### config.mk
export PLATFORM = sky130hd
export DESIGN_NAME = irqcfg_top
export DESIGN_NICKNAME = d
export VERILOG_FILES = /design/src/hw/irqcfg_pkg.sv /design/src/hw/irqcfg_tick.sv /design/src/hw/irqcfg_top.sv
export VERILOG_INCLUDE_DIRS = /design/src /design/src/hw
export SDC_FILE = /design/constraint.sdc
export NUM_CORES = 1
export LEC_CHECK = 0
export BUFFER_PORTS_ARGS = -buffer_cell sky130_fd_sc_hd__buf_4
export CORE_AREA = 2 2 74 76
export DETAILED_ROUTE_END_ITERATION = 12
export DIE_AREA = 0 0 76 78
export GPL_TIMING_DRIVEN = 0
export PLACE_DENSITY = 0.84
export SKIP_LAST_GASP = 1
export SLEW_MARGIN = 20
export SYNTH_ARGS = -nofsm -noshare
export SYNTH_HDL_FRONTEND = slang
export SYNTH_HIERARCHICAL = 1
export SYNTH_SLANG_ARGS = --single-unit
### constraint.sdc
create_clock -name clk_sys -period 8.3 [get_ports clk_sys]
set_clock_uncertainty 0.15 [all_clocks]
set_input_delay 0.415 -clock clk_sys [delete_from_list [all_inputs] [get_ports clk_sys]]
set_output_delay 0.415 -clock clk_sys [all_outputs]
set_load 0.005 [all_outputs]
### src/hw/irqcfg_params.svh
// offsets, field positions, reset values and timing counts of the irq block
`ifndef IRQCFG_PARAMS_SVH
`define IRQCFG_PARAMS_SVH

// register byte offsets
`define IRQCFG_CFG_OFS       12'h054
`define IRQCFG_EVT_STS_OFS   12'h100
`define IRQCFG_EVT_EN_OFS    12'h104
`define IRQCFG_EVT_CLR_OFS   12'h108

// interrupt_pin_config field positions
`define IRQCFG_INTERVAL_HI   31
`define IRQCFG_INTERVAL_LO   24
`define IRQCFG_CLR_BIT       14
`define IRQCFG_ACTIVE_BIT    13
`define IRQCFG_MASTER_BIT    12
`define IRQCFG_OUT_EN_BIT    8
`define IRQCFG_POL_BIT       4
`define IRQCFG_CLKSEL_BIT    1
`define IRQCFG_TYPE_BIT      0

// event status / enable / clear layout
`define IRQCFG_EVT_START_BIT 0
`define IRQCFG_EVT_END_BIT   1
`define IRQCFG_EVT_W         2

// reset values
`define IRQCFG_CFG_RESET     32'h0000_0000
`define IRQCFG_RD_ZERO       32'h0000_0000

// timing: clock period and interval step, both in ns
`define IRQCFG_CLK_PERIOD_NS 100
`define IRQCFG_STEP_TIME_NS  10000
// least time, so round up to whole cycles
`define IRQCFG_STEP_CYCLES \
    ((`IRQCFG_STEP_TIME_NS + `IRQCFG_CLK_PERIOD_NS - 1) / `IRQCFG_CLK_PERIOD_NS)
`define IRQCFG_PRE_W         7

`endif

### src/hw/irqcfg_pkg.sv
// types shared by the irq output configuration block
`default_nettype none

package irqcfg_pkg;

    // interval state, binary codes written out
    typedef enum logic [0:0] {
        IRQCFG_IDLE = 1'b0,   // pin follows the interrupt line
        IRQCFG_HOLD = 1'b1    // de-assertion interval running
    } irqcfg_hold_t;

    // all state of the main block
    typedef struct packed {
        logic [7:0]   interval;   // de-assertion interval in 10 us steps
        logic         out_en;     // pin output enable
        logic         pol;        // push-pull asserted level
        logic         pin_type;   // 0 open-drain, 1 push-pull
        logic         clk_sel;    // crystal clock onto the pin
        irqcfg_hold_t state;      // interval state
        logic [7:0]   count;      // steps left in the interval
        logic         pin_act;    // functional pin request, registered
        logic         pin_out;    // pin output value
        logic         pin_oe;     // pin output enable
        logic         xtal_meta;  // crystal sync, first stage
        logic         xtal_sync;  // crystal sync, second stage
        logic [1:0]   evt_sts;    // sticky event status
        logic [1:0]   evt_en;     // event interrupt enables
        logic [31:0]  rd_data;    // read data register
    } irqcfg_state_t;

    // state of the step prescaler
    typedef struct packed {
        logic [6:0] count;        // cycles into the current step
    } irqcfg_pre_t;

endpackage : irqcfg_pkg

`default_nettype wire

### src/hw/irqcfg_tick.sv
// prescaler that makes the 10 us step pulse from the system clock
`timescale 1ns/1ns
`default_nettype none
`include "irqcfg_params.svh"

module irqcfg_tick
    import irqcfg_pkg::*;
(
    input  wire logic clk_sys,   // system clock
    input  wire logic reset_n,   // asynchronous reset, active low
    input  wire logic restart,   // start a fresh step from zero
    output logic      tick       // one-cycle pulse at the end of a step
);

    localparam logic [`IRQCFG_PRE_W-1:0] LAST =
        `IRQCFG_PRE_W'(`IRQCFG_STEP_CYCLES - 1);

    irqcfg_pre_t q;       // registered state
    irqcfg_pre_t next_q;  // next state

    // restart wins over the pulse so a fresh interval gets a full step
    assign tick = (q.count == LAST) && !restart;

    // next count: wrap at the last cycle of a step
    always_comb begin
        next_q = q;
        if (restart || q.count == LAST) begin
            next_q.count = '0;
        end else begin
            next_q.count = q.count + `IRQCFG_PRE_W'(1);
        end
    end

    // state register
    always_ff @(posedge clk_sys or negedge reset_n) begin
        if (!reset_n) begin
            q <= '0;
        end else begin
            q <= next_q;
        end
    end

endmodule : irqcfg_tick
`default_nettype wire

### src/hw/irqcfg_top.sv
// interrupt pin configuration, de-assertion interval and pin driver
`timescale 1ns/1ns
`default_nettype none
`include "irqcfg_params.svh"

module irqcfg_top
    import irqcfg_pkg::*;
(
    input  wire logic        clk_sys,               // 10 MHz system clock
    input  wire logic        reset_n,               // async reset, active low
    input  wire logic        soft_reset,            // digital soft reset pulse
    input  wire logic [11:0] addr,                  // register byte address
    input  wire logic [31:0] wr_data,               // write data
    input  wire logic        wr_en,                 // write strobe
    input  wire logic        rd_en,                 // read strobe
    output logic      [31:0] rd_data,               // read data, next cycle
    input  wire logic        irq_line,              // enabled sources, ored
    input  wire logic        power_event_interrupt, // enabled power event
    input  wire logic        xtal_clk,              // crystal clock level
    output logic             irq_pin_out,           // pin output value
    output logic             irq_pin_oe,            // pin driven when high
    output logic             irq_event              // block event interrupt
);

    irqcfg_state_t q;            // registered state
    irqcfg_state_t next_q;       // next state
    logic          step_tick;    // one-cycle 10 us step pulse
    logic          wr_cfg;       // write to the configuration register
    logic [7:0]    new_interval; // interval field of the write data
    logic          master;       // internal interrupt line
    logic          req;          // functional pin request this cycle
    logic          start;        // pin request dropping, interval to begin
    logic          clr_start;    // clear bit restarting the interval
    logic          restart;      // prescaler restart

    // decode and combinational terms shared by the prescaler and the fsm
    assign wr_cfg       = wr_en && (addr == `IRQCFG_CFG_OFS);
    assign new_interval = wr_data[`IRQCFG_INTERVAL_HI:`IRQCFG_INTERVAL_LO];
    assign master       = irq_line || power_event_interrupt;
    // held interrupts stay off the pin, power event never waits
    assign req = q.out_en && ((irq_line && q.state == IRQCFG_IDLE)
                 || power_event_interrupt);
    // any drop of the pin request opens an interval, unless the interval field is zero
    assign start = q.pin_act && !req && (q.interval != 8'h00);
    // a clear with a zero interval has nothing to restart
    assign clr_start = wr_cfg && wr_data[`IRQCFG_CLR_BIT]
                       && (new_interval != 8'h00);
    assign restart = start || clr_start;

    // 10 us step pulses, realigned at each fresh interval
    irqcfg_tick u_tick (
        .clk_sys (clk_sys),
        .reset_n (reset_n),
        .restart (restart),
        .tick    (step_tick)
    );

    // next state of the whole block
    always_comb begin
        logic act_level;  // asserted level of the pin
        logic level;      // level the pin should show
        logic [1:0] set;  // event bits raised this cycle
        act_level = 1'b0;
        level     = 1'b1;
        set       = 2'b00;
        next_q    = q;

        // crystal clock crosses in through two flops
        next_q.xtal_meta = xtal_clk;
        next_q.xtal_sync = q.xtal_meta;

        // interval fsm
        next_q.pin_act = req;
        if (start) begin
            // interval length taken from the field at this moment
            next_q.state = IRQCFG_HOLD;
            next_q.count = q.interval;
        end else begin
            case (q.state)
                IRQCFG_IDLE: begin
                    next_q.count = 8'h00;
                end
                IRQCFG_HOLD: begin
                    if (step_tick) begin
                        if (q.count <= 8'h01) begin
                            // last step done, release to the pin
                            next_q.state = IRQCFG_IDLE;
                            next_q.count = 8'h00;
                        end else begin
                            next_q.count = q.count - 8'h01;
                        end
                    end
                end
                default: begin
                    next_q.state = IRQCFG_IDLE;
                    next_q.count = 8'h00;
                end
            endcase
        end

        // configuration write; clear bit is not stored
        if (wr_cfg) begin
            next_q.interval = new_interval;
            next_q.out_en   = wr_data[`IRQCFG_OUT_EN_BIT];
            next_q.pol      = wr_data[`IRQCFG_POL_BIT];
            next_q.clk_sel  = wr_data[`IRQCFG_CLKSEL_BIT];
            next_q.pin_type = wr_data[`IRQCFG_TYPE_BIT];
            if (new_interval == 8'h00) begin
                // disable: pending interrupts go out next cycle
                next_q.state = IRQCFG_IDLE;
                next_q.count = 8'h00;
            end else if (clr_start) begin
                next_q.state = IRQCFG_HOLD;
                next_q.count = new_interval;
            end
        end

        // events: entering an interval and ending one
        set[`IRQCFG_EVT_START_BIT] = restart;
        set[`IRQCFG_EVT_END_BIT]   = q.state == IRQCFG_HOLD && step_tick
                                     && q.count <= 8'h01 && !restart;
        // a set in the same cycle as its clear is kept
        if (wr_en && addr == `IRQCFG_EVT_CLR_OFS) begin
            next_q.evt_sts = q.evt_sts & ~wr_data[1:0];
        end
        next_q.evt_sts = next_q.evt_sts | set;
        if (wr_en && addr == `IRQCFG_EVT_EN_OFS) begin
            next_q.evt_en = wr_data[1:0];
        end

        // pin driver: open-drain is always active low
        act_level = q.pin_type ? q.pol : 1'b0;
        if (q.clk_sel) begin
            level = q.xtal_sync;
        end else begin
            level = req ? act_level : ~act_level;
        end
        if (q.pin_type) begin
            next_q.pin_out = level;
            next_q.pin_oe  = 1'b1;
        end else begin
            // open-drain pulls low only, released otherwise
            next_q.pin_out = 1'b0;
            next_q.pin_oe  = ~level;
        end

        // register reads, unmapped addresses read zero
        if (rd_en) begin
            next_q.rd_data = `IRQCFG_RD_ZERO;
            case (addr)
                `IRQCFG_CFG_OFS: begin
                    next_q.rd_data[`IRQCFG_INTERVAL_HI:`IRQCFG_INTERVAL_LO]
                        = q.interval;
                    next_q.rd_data[`IRQCFG_ACTIVE_BIT] =
                        (q.state == IRQCFG_HOLD);
                    next_q.rd_data[`IRQCFG_MASTER_BIT] = master;
                    next_q.rd_data[`IRQCFG_OUT_EN_BIT] = q.out_en;
                    next_q.rd_data[`IRQCFG_POL_BIT]    = q.pol;
                    next_q.rd_data[`IRQCFG_CLKSEL_BIT] = q.clk_sel;
                    next_q.rd_data[`IRQCFG_TYPE_BIT]   = q.pin_type;
                end
                `IRQCFG_EVT_STS_OFS: begin
                    next_q.rd_data[1:0] = q.evt_sts;
                end
                `IRQCFG_EVT_EN_OFS: begin
                    next_q.rd_data[1:0] = q.evt_en;
                end
                default: begin
                    next_q.rd_data = `IRQCFG_RD_ZERO;
                end
            endcase
        end else begin
            // read data stand for one cycle only
            next_q.rd_data = `IRQCFG_RD_ZERO;
        end

        // soft reset keeps polarity and buffer type
        if (soft_reset) begin
            next_q.interval = 8'h00;
            // a write in the same cycle loses, retained bits stay put
            next_q.pol      = q.pol;
            next_q.pin_type = q.pin_type;
            next_q.out_en   = 1'b0;
            next_q.clk_sel  = 1'b0;
            next_q.state    = IRQCFG_IDLE;
            next_q.count    = 8'h00;
            next_q.evt_sts  = 2'b00;
            next_q.evt_en   = 2'b00;
        end
    end

    // state register
    always_ff @(posedge clk_sys or negedge reset_n) begin
        if (!reset_n) begin
            q <= '0;
        end else begin
            q <= next_q;
        end
    end

    // outputs
    assign rd_data     = q.rd_data;
    assign irq_pin_out = q.pin_out;
    assign irq_pin_oe  = q.pin_oe;
    assign irq_event   = |(q.evt_sts & q.evt_en);
endmodule : irqcfg_top
`default_nettype wire

# Word-level counts from Yosys, hierarchy flattened
# Cells that the tools add are included.
dict set report totals {
  input_bits 52
  ff_bits 69
  wordCells 82
  out_inout_bits 35
}
dict set report classes {
  bitwise_logic 8
  n_reduce_logical 26
  eq_ne 5
  magnitude_cmp 1
  muxes 24
  add_sub_neg 2
}
# operator n
set op_table {}
lappend op_table {{21-bit two-way mux} 2}
lappend op_table {{12-bit by 9-bit equality test with 1-bit output (second input constant)} 3}
lappend op_table {{9-bit two-way mux} 4}
lappend op_table {{32-bit two-way mux} 1}
lappend op_table {{8-bit two-way mux} 2}
lappend op_table {{8-bit case mux with 2 select lines} 1}
lappend op_table {{8-bit nonzero test} 2}
lappend op_table {{1-bit logical AND} 13}
lappend op_table {{12-bit by 7-bit equality test with 1-bit output (second input constant)} 1}
lappend op_table {{8-bit by 1-bit less-or-equal comparator with 1-bit output (second input constant)} 1}
lappend op_table {{8-bit zero test} 1}
lappend op_table {{2-bit two-way mux} 4}
lappend op_table {{8-bit by 1-bit subtractor with 8-bit output (second input constant)} 1}
lappend op_table {{7-bit by 1-bit adder with 7-bit output (second input constant)} 1}
lappend op_table {{7-bit equality test (second input constant)} 1}
lappend op_table {{1-bit two-way mux} 7}
lappend op_table {{7-bit two-way mux} 1}
lappend op_table {{2-bit case mux with 3 select lines} 1}
lappend op_table {{2-bit bitwise AND} 2}
lappend op_table {{1-bit logical OR} 4}
lappend op_table {{4-bit two-way mux} 1}
lappend op_table {{1-bit inverter} 4}
lappend op_table {{2-bit nonzero test} 2}
lappend op_table {{1-bit zero test} 2}
lappend op_table {{other kinds (4)} 4}

# Longest topological paths before layout
# Gate-level depths: netlist of run 1.
dict set report logic_depth {
  depth_word 17
  mapped_depth 11
  depth_no_buf 10
}

# Hierarchy
# The synthesis of run 1 kept the hierarchy.
# mod n_inst area_each_um2 cells_per_inst seq_area_each_um2
set modules_own_cells {}
lappend modules_own_cells {irqcfg_top 1 2449.8 252 1101.1}
lappend modules_own_cells {irqcfg_tick 1 320.3 31 175.2}

# Worst setup path before layout of run 1
# No wires, ideal clock.
dict set report synth_timing {
  kind {input-to-reg}
  startpoint {input wr_data[28]}
  endpoint {register q[48] (netlist name)}
  path_stages 10
  arrival_ps 3145
  path_slack_ps 4911
  path_cell_list {or4_1 nor2_1 nand3b_1 nand2_1 nor3_1 or4b_1 or3_1 o31ai_1 nand3_1 a211oi_1}
}
# element line
set synth_rtl {}
lappend synth_rtl {{start, declared} irqcfg_top.sv:13} ;# input wire logic [31:0] wr_data,
lappend synth_rtl {{end signal, assigned} irqcfg_top.sv:197} ;# q <= next_q;
lappend synth_rtl {{end, declared} irqcfg_top.sv:25} ;# irqcfg_state_t q;

==> results of run 1 <==
==> cells in the final DEF, fill, tap and decap left out, types with 4 or more instances in the layout <==
cell type / n
xnor2_1: 4
mux2i_1: 4
nand2_1: 38
xor2_1: 6
or3_1: 5
o21ai_0: 10
nor2_1: 9
dfrtp_1: 51
nor3_1: 4
conb_1: 18
inv_1: 4
buf_4: 81
clkbuf_8: 5
nand2b_1: 4
and2_1: 13
nor4_1: 7
nand3_1: 6
a21oi_1: 20
nand3b_1: 6
or4_1: 4
clkbuf_1: 5
a31oi_1: 5
==> metrics by stage <==
step | hold slack, ns | utilization, % | area [sq um] | power (uW) | setup slack (ns)
after floorplan | -0.0306 | - | 2830 | 307 | 4.91
after global placement | 0.183 | 65.1 | 3280 | 331 | 4.32
after detailed placement | 0.187 | 65.1 | 3280 | 334 | 4.27
after CTS | 0.0628 | 66.9 | 3380 | 468 | 4.56
after global routing | 0.0621 | 66.9 | 3380 | 488 | 4.32
final | 0.0670 | 66.9 | 3380 | 466 | 4.54
==> registers in the layout, indices dropped and copies added (netlist names) <==
signal / flops
irq_pin_oe: 1
irq_pin_out: 1
next_q: 1
q: 27
rd_data: 14
u_tick/q: 7
==> synth_stat cells, drive strengths merged (2+ instances only) <==
cell type,instances
o21ai,12
a22oi,2
nand2,38
clkbuf,6
nand2b,4
and3,2
nand3b,6
xnor2,4
buf,36
a311oi,2
nor3,4
or4,6
nor2,10
o21bai,2
and2,14
a21oi,20
nor4,9
inv,4
ha,3
xor2,6
o21a,2
mux2,2
nand3,6
dfrtp,51
a32oi,3
or3,5
a31oi,5
mux2i,4
a211oi,3
==> kinds of logic after synthesis <==
group                      Yosys count
xor gates and xnor gates            10
buffers and inverters               46
muxes                                6
AOI/OAI and AO/OA                   55
other                                1
DFF                                 51
adders and majority gates            3
and+or+nand+nor                    111
==> final cells by class <==
| class | count | area share (%) |
|---|---|---|
| plain buffers | 42 | 8.67 |
| clock buffers | 5 | 2.04 |
| clock inverters | 3 | 0.445 |
| inverters | 4 | 0.445 |
| multi-input cells | 203 | 37.0 |
| flip-flops and latches | 51 | 37.8 |
| well taps | 70 | 2.59 |
| repair buffers | 49 | 11.0 |
==> power by group through the flow <==
stage               Clock (uW)  Combinational (uW)  Sequential [uW]
finish                     137                56.1              273
global route               149                63.2              275
global placement             0                54.1              276
CTS                        138                56.1              274
detailed placement           0                55.5              279
floorplan                    0                32.5              274
==> routing by layer <==
layer	up-vias	track usage, %	share of wire (%)
li1	1094	-	-
met4	0	7.45	1.2
met1	1066	27.8	43
met2	71	36.1	51
met3	7	2.67	4.8
met5	-	0	0
==> worst paths after layout <==
path / from / end / slack, ns / depth (start not counted)
min in group asynchronous: reset_n / q[32] / 0.54 / 2
min reg2reg: next_q[36] / q[36] / 0.20 / 0
max in group asynchronous: reset_n / q[44] / 7.04 / 2
min: xtal_clk / next_q[36] / 0.07 / 1
max reg2reg: q[49] / q[48] / 4.64 / 10
max: wr_data[28] / q[48] / 4.54 / 11
==> run metrics, run 1 <==
final std cells w/o fill=between 400 and 500; die area=slightly below 6000 sq um; Layout area overhead=21.9%; first-pass GRT wire length=between 10000 and 15000 um; Initial Util=approximately 55%; top_reg_cell synth=dfrtp_1; cell total after placement=~420; Worst VDD drop=around 0.094 mV; mean area per synthesized cell=just under 10 sq um; worst min-delay path class=in2reg; Worst path top cell family by delay=simple AND/OR/NAND/NOR gates; pin count of the biggest net entering global routing=52; routed len/inst=13.7 um; worst endpoint required time=approximately 8.4 ns; crit path kind=in2reg; hold_buf cts=1; Max FO, Critical Path=7; via count=2238; Multi-input gate area=about 1200 sq um; dpl hpwl=around 4500 um; RSZ-0062 raised after global routing=no; maximum clock rate=0.266 GHz; multiplexer share of the synthesized area=under 10%; Clock Sinks=51; CTS resizes=0; Final ANT Viol Nets=0; share of cells above drive strength 1=approximately 29%; Cell Rows=26; Clk pwr share=roughly 29%; # nets final=slightly above 400; switch share=about a quarter; clock buffer depth=2; measured slew at the worst slew-check pin=slightly below 0.7 ns; Seq/Total Area, Yosys=a little under half; routability cong.=0.916; Leak Pwr=approximately 0.0017 uW; Initial DRT Pass Iterations=4; CP startpoint kind=input port; I/O Buffers=48; Die W=~76 um; Compound-Gate Fraction of Synth Area=around an eighth; Switch Pwr=between 100 and 150 uW; cell taking the most area after synthesis=dfrtp_1; Ports=87; Post-Synth XOR/XNOR Area=approximately 3.2%; Max Cap Violations=0; Fin. Hold Viols=0; Synth Area in Adders=under 10%; Buf/Inv on CP=1; initial antenna violation count=0; top cell type's share of synthesized area=46.1%; chip height=78 um; largest family of logic cells by synthesized area=simple AND/OR/NAND/NOR gates; fin crit period=about 3.8 ns; post-synthesis simple-gate area fraction=a little under a quarter; status=finished clean; via/cell ratio=roughly 5.2; drt total wl=just under 6000 um; register area=1280 sq um; Final Cycle Share=a little under half; CTS tree=built; Root Driver=clkbuf_8; CP peak stage delay=roughly 0.6 ns; Final TNS setup=0 ns; Mapped Area=2770 sq um; power per cell area=between 100 and 150 nW/um^2; Rel. slew slack=53.5%; post-CTS setup buffers=0; critical-path cell list=buf_4, or4_1, nor2_1, nand3b_1, nand2_1, nor3_1, or4b_1, or3_1, o31ai_1, nand3_1, a211oi_1; clk_lat worst skew=~0.3 ns; Syn. warnings=6; core area=slightly above 5000 sq um; Remaining Overflow, GRT=0; vias in the first global route=2206; DRC=0; Fill cells=between 300 and 400; Worst Setup End Kind=flop; Ant. Diodes=0; Comb power frac=12.0%; Internal=~350 uW; Post-synth ARST share=100%; Setup violations, final=0; Max Slew Vio Count=0; Area contributors post-synth=dfrtp_1 46%, buf_4 8.9%, nand2_1 5.1%; post-synth cell types=52; TritonCTS buffer count=5; Initial DRC Count=100; Seq cells post-synth=between 50 and 60; Total Routing Usage GR=21.1%; WP data arrival=between 3 and 4 ns; Reg power frac=about 60%; slowest stage cell, crit path=nor3_1; clk slew on worst S/H paths=0.09 ns; Cells after Synth=around 280; Post-synth EDFFs=0; # H-tree levels=2
No activity file was read; power rests on OpenSTA's default activity.
==> run 2, diff against run 1 <==
CORE_AREA = 2 2 81 83   (was 2 2 74 76)
DIE_AREA = 0 0 83 85   (was 0 0 76 78)
PLACE_DENSITY = 0.75   (was 0.84)
clock period = 3.34 ns   (was 8.3 ns; I/O delays follow)
==> run 2 against run 1 <==
  * Via count up 2.5%
  * Count of clock-buffer cells in the layout unchanged
  * First-iteration DRC count up 12%
  * Sequential power is 150% higher
  * Global-route usage decreased by 3.5 points
  * Final cell count is 5.6% higher
  * Worst hold slack got worse by 0.022 ns
  * Power rose to 2.9 times the previous value
==> run metrics, run 2 (synthesis gave the netlist of run 1 again) <==
final std cells w/o fill=451 (+5.6%); via/cell ratio=5.08 (-3.0%); fin crit period=between 3 and 4 ns; total length of routed met3 wires=323 um (+16%); initial antenna violation count=0 (unchanged); CTS tree=built; Clk pwr share=37.5% (+8.1 points); Initial DRC Count=112 (+12%); clk slew on worst S/H paths=0.09 ns (about the same); Worst VDD drop=0.227 mV (+140%); Ports=87 (unchanged); Crit. Startpoint=q[60]; dpl hpwl=4400 um (-1.9%); critical path depth=10 (-1); CP startpoint kind=flop; Total Routing Usage GR=17.6% (-3.5 points); final worst slack=0.212 ns (-4.32 ns); worst min-delay path class=in2reg; met2 WL post-DR=3070 um (+3.4%); commonest non-fill, non-tap cell in the layout=buf_4; crit path kind=reg2reg; worst hold slack=0.0454 ns (-0.0216 ns); critical-path cell list=nor4_1, nand2_1, nand3_2, nand2_1, nor3_4, or4b_1, or3_1, o31ai_1, nand3_1, a211oi_1; Cell Rows=29 (+12%); DRC=0 (unchanged); status=finished clean; Root Driver=clkbuf_8; hold wc startpoint=rd_en; most frequent cells in the layout=82 x buf_4, 51 x dfrtp_1, 38 x nand2_1; # nets final=428 (+4.1%); clk_lat worst skew=0.30 ns (about the same); largest register by flop count=q; Worst path top cell family by delay=simple AND/OR/NAND/NOR gates; hold-critical path depth=3 (+2); Reg power frac=50.6% (-8.0 points); power per cell area=369 nW/um^2 (+170%); Switch Pwr=307 uW (+160%); met1 wire length=2580 um (+2.7%); RSZ-0062 raised after global routing=no; Setup violations, final=0 (unchanged); switch share=23.0% (-2.6 points); post-place setup slack=-0.420 ns (-4.69 ns); slowest stage cell, crit path=or4b_1; Final Cycle Share=a little over nine tenths; Worst Setup End Kind=flop; top sig layer=met4; Max Cap Violations=0 (unchanged); Buf/Inv on CP=0 (-1); I/O Buffers=48 (unchanged); Internal=1030 uW (+200%); routability cong.=0.859 (-6.1%); Remaining Overflow, GRT=0 (unchanged); Rel. slew slack=41.8% (-12 points); R2R Path Start=q[60]; Final ANT Viol Nets=0 (unchanged); # H-tree levels=2 (unchanged); R2R depth=10 (unchanged); routed len/inst=13.5 um (-1.1%); pin count of the biggest net entering global routing=52 (unchanged); Ant. Diodes=0 (unchanged); Fill cells=531 (+34%); vias in the first global route=2247 (+1.9%); CP peak stage delay=0.55 ns (-0.05 ns); share of cells above drive strength 1=28.6% (-0.52 points); worst endpoint required time=3.40 ns (-4.95 ns); Fin. Hold Viols=0 (unchanged); die area=7060 sq um (+19%); CP dominant cell by count=nand2_1; Die W=83 um (+9.2%); Clock Sinks=51 (unchanged); first-pass GRT wire length=10100 um (unchanged); Initial Util=44.6% (-10 points); Hold EP=rd_data[0]; Comb power frac=11.8% (-0.2 points); clock buffer depth=2 (unchanged); drt total wl=6100 um (+4.5%); TritonCTS buffer count=5 (unchanged); cell total after placement=425 (+1.7%); maximum clock rate=roughly 0.32 GHz; chip height=85 um (+9.0%); Layout Utilization=58.4% (-8.6 points); Initial DRT Pass Iterations=4 (unchanged); WP data arrival=3.19 ns (-0.62 ns); Max FO, Critical Path=5 (-2); register-to-register setup slack=0.21 ns (-4.43 ns); Critical R2R Capture=q[48]; Layout area overhead=30.7%; Leak Pwr=0.00175 uW (+5.6%); measured slew at the worst slew-check pin=0.865 ns (+0.172 ns); via count=2293 (+2.5%); Max Slew Vio Count=0 (unchanged); core area=6200 sq um (+23%); Largest register FFs=27 (unchanged)
-- run 2: timing repair --
item                                    4_1_cts  5_1_grt
endpoints found under the setup margin        5        3
hold endpoints to repair                     72        0
hold buffers                                 17        0
pin swaps                                     0        1
gates resized for setup                       2        1
buffers inserted                              0        1
-- run 2: routing by layer --
| metal | vias up | track usage (%) |
|---|---|---|
| met4 | 0 | 7.15 |
| li1 | 1130 | - |
| met3 | 12 | 2.43 |
| met1 | 1074 | 21.7 |
| met5 | - | 0 |
| met2 | 77 | 31.1 |
-- run 2: layout make-up --
type                            count  area, sq um  share of cell area, %
Buffer                             42          293                   8.09
Clock inverter                      3         67.6                   1.87
Clock buffer                        5         68.8                   1.90
Timing Repair Buffer               66          538                   14.9
Inverter                            4         15.0                  0.415
Tap cell                           77         96.3                   2.66
Multi-Input combinational cell    203         1270                   35.0
Sequential cell                    51         1280                   35.2
-- run 2: metrics by stage --
stage	area (sq um)	TNS, ns	power (uW)
floorplan	2830	0	763
global placement	3290	-0.896	822
detailed placement	3290	-1.51	830
CTS	3610	0	1340
global route	3620	0	1400
finish	3620	0	1340
-- run 2: worst max path at each step --
stage	slack, ns	end
floorplan	0.20	q[48]
global placement	-0.37	q[48]
detailed placement	-0.42	q[48]
CTS	0.04	q[48]
global route	0.02	q[48]
finish	0.21	q[48]
-- run 2: power groups by stage --
stage               Sequential [uW]  Clock (uW)  Combinational [uW]
finish                          676         502                 158
global route                    681         539                 179
CTS                             676         510                 159
detailed placement              689           0                 141
global placement                687           0                 136
floorplan                       682           0                80.7
-- run 2: worst reg2reg max path: stages (launching register included) --
cell and delay [ns]:
dfrtp_1 0.43, nor4_1 0.31, nand2_1 0.19, nand3_2 0.16
nand2_1 0.12, nor3_4 0.21, or4b_1 0.55, or3_1 0.34
o31ai_1 0.24, nand3_1 0.12, a211oi_1 0.22
==> run 3, diff against run 2 <==
CORE_AREA = 2 2 73 92   (was 2 2 81 83)
CTS_BUF_LIST = sky130_fd_sc_hd__clkbuf_8 sky130_fd_sc_hd__clkbuf_16   (was not set)
DIE_AREA = 0 0 75 94   (was 0 0 83 85)
PLACE_DENSITY = 0.74   (was 0.75)
==> run 3 against run 2 <==
  * Utilization grew 1.0 points
  * Routed wire length is 4.4% higher
  * Sequential share of layout area shrank 0.17 points
  * First-iteration DRC count shrank 32%
  * Combinational power is essentially flat
  * Largest cell class unchanged
  * Register-to-register slack better by 0.05 ns
  * Largest power group unchanged
  * Clock power about the same
  * Final cell count grew 2.0%
  * Final area up 0.48%
==> run metrics, run 3 (synthesis gave the netlist of run 1 again) <==
status=finished clean; Setup crit end=q[48]; CTS tree=built; via count=2308 (+0.65%); worst min-delay path class=in2reg; Finished Cell Area=3640 sq um (+0.48%); Worst path top cell family by delay=simple AND/OR/NAND/NOR gates; final std cells w/o fill=460 (+2.0%); TritonCTS buffer count=5 (unchanged); critical-path cell list=nor4_1, nand2_1, nand3_2, nand2_1, nor3_4, or4b_1, or3_1, o31ai_1, nand3_1, a211oi_1; CP peak stage delay=0.56 ns (about the same); WP data arrival=3.14 ns (-0.05 ns); DRC=0 (unchanged); I/O Buffers=48 (unchanged); Layout area overhead=31.3%; Initial Util=45.2% (+0.57 points); Die W=75 um (-9.6%); Max Cap Violations=0 (unchanged); Largest register FFs=27 (unchanged); CP startpoint kind=flop; critical path depth=10 (unchanged); post-place setup slack=-0.344 ns (+0.0760 ns); Leak Pwr=0.00175 uW (+0.51%); commonest non-fill, non-tap cell in the layout=buf_4; clock buffer depth=2 (unchanged); cell area after placement=3300 sq um (+0.30%); final worst slack=0.260 ns (+0.0478 ns); Total Routing Usage GR=19.3% (+1.8 points); Final ANT Viol Nets=0 (unchanged); power per cell area=367 nW/um^2 (-0.41%); die area=7050 sq um (about the same); share of cells above drive strength 1=28.8% (+0.19 points); maximum clock rate=0.325 GHz (+1.6%); clk_lat worst skew=0.30 ns (about the same); Cell Rows=32 (+10%); Power Total=1340 uW (about the same); Clock Sinks=51 (unchanged); R2R Path Start=q[60]; routed len/inst=13.8 um (+2.4%); CP dominant cell by count=nand2_1; register area=1280 sq um (unchanged); Ports=87 (unchanged); R2R depth=10 (unchanged); Worst VDD drop=0.239 mV (+5.4%); # nets final=429 (+0.23%); # H-tree levels=2 (unchanged); Crit. Startpoint=q[60]; RSZ-0062 raised after global routing=no; Worst Setup End Kind=flop; Final Cycle Share=92.2% (-1.4 points); fin crit period=3.08 ns (-0.0478 ns); routability cong.=0.855 (-0.52%); largest register by flop count=q; Multi-input gate area=1270 sq um (unchanged); Setup violations, final=0 (unchanged); worst endpoint required time=3.40 ns (about the same); first-pass GRT wire length=10500 um (+4.0%); hold-critical path depth=3 (unchanged); core area=6130 sq um (-1.3%); worst hold slack=0.0171 ns (-0.0283 ns); Root Driver=clkbuf_8; slowest stage cell, crit path=or4b_1; cell total after placement=433 (+1.9%); Rel. slew slack=56.2% (+14 points); Max FO, Critical Path=5 (unchanged); pin count of the biggest net entering global routing=52 (unchanged); chip height=94 um (+11%); Critical R2R Capture=q[48]; measured slew at the worst slew-check pin=0.652 ns (-0.213 ns); via/cell ratio=5.02 (-1.3%); Ant. Diodes=0 (unchanged); Buf/Inv on CP=0 (unchanged); clk slew on worst S/H paths=0.09 ns (about the same); crit path kind=reg2reg; Initial DRC Count=76 (-32%); initial antenna violation count=0 (unchanged); Remaining Overflow, GRT=0 (unchanged); Initial DRT Pass Iterations=4 (unchanged); drt total wl=6370 um (+4.4%); vias in the first global route=2227 (-0.89%); Fill cells=526 (-0.94%); most frequent cells in the layout=83 x buf_4, 51 x dfrtp_1, 38 x nand2_1; dpl hpwl=4620 um (+5.0%); register-to-register setup slack=0.26 ns (+0.05 ns); Max Slew Vio Count=0 (unchanged); Fin. Hold Viols=0 (unchanged)
==> run 3: changes by cell type in the layout (fill, tap and decap cells not counted), sizes merged <==
| cell | change |
|---|---|
| buf | +1 |
==> run 3: worst reg2reg max path, cell delays in order (launching register included) <==
cell and delay [ns]:
dfrtp_1 0.43, nor4_1 0.32, nand2_1 0.18, nand3_2 0.15
nand2_1 0.12, nor3_4 0.20, or4b_1 0.56, or3_1 0.34
o31ai_1 0.20, nand3_1 0.12, a211oi_1 0.22
==> run 3: final cells by class <==
class / instances / share of cell area (%)
plain buffers: 42 / 8.05
clock inverters: 3 / 1.86
flip-flops and latches: 51 / 35.1
clock buffers: 5 / 1.89
inverters: 4 / 0.413
repair buffers: 67 / 15.0
well taps: 85 / 2.92
multi-input cells: 203 / 34.8
==> run 3: stage by stage <==
stage / setup TNS, ns / util, %
after floorplan: 0 / -
after global placement: -0.952 / 53.9
after detailed placement: -0.952 / 53.9
after CTS: 0 / 59.0
after global routing: 0 / 59.4
final: 0 / 59.4
==> run 3: worst min-delay path by stage <==
stage | startpoint | to | slack [ns]
2_1_floorplan | reset_n | irq_pin_oe | -0.28
3_3_place_gp | reset_n | next_q[36] | 0.08
3_5_place_dp | reset_n | rd_data[0] | 0.09
4_1_cts | wr_data[27] | q[44] | 0.01
5_1_grt | wr_data[26] | q[43] | 0.02
6_report | wr_data[27] | q[44] | 0.02
==> run 3: power by group <==
group          internal (uW)  leakage (uW)  total, uW  switching, uW
sequential               647      0.000695        677           29.5
combinational           83.4      0.000995        158           74.7
clock                    299     0.0000644        502            203
total                   1030       0.00175       1340            308
==> run 3: per-layer routing <==
layer | vias to the layer above | track usage, % | part of all wire, %
li1 | 1135 | - | -
met4 | 0 | 7.59 | 2.1
met3 | 14 | 2.79 | 4.4
met5 | - | 0 | 0
met2 | 85 | 32.9 | 54
met1 | 1074 | 24.1 | 40
==> run 3: what timing repair did <==
action,4_1_cts,5_1_grt
setup buffers,0,2
gates resized for setup,1,2
endpoints found under the hold margin,70,0
pin swaps,0,1
hold buffers,17,0
endpoints found under the setup margin,1,6
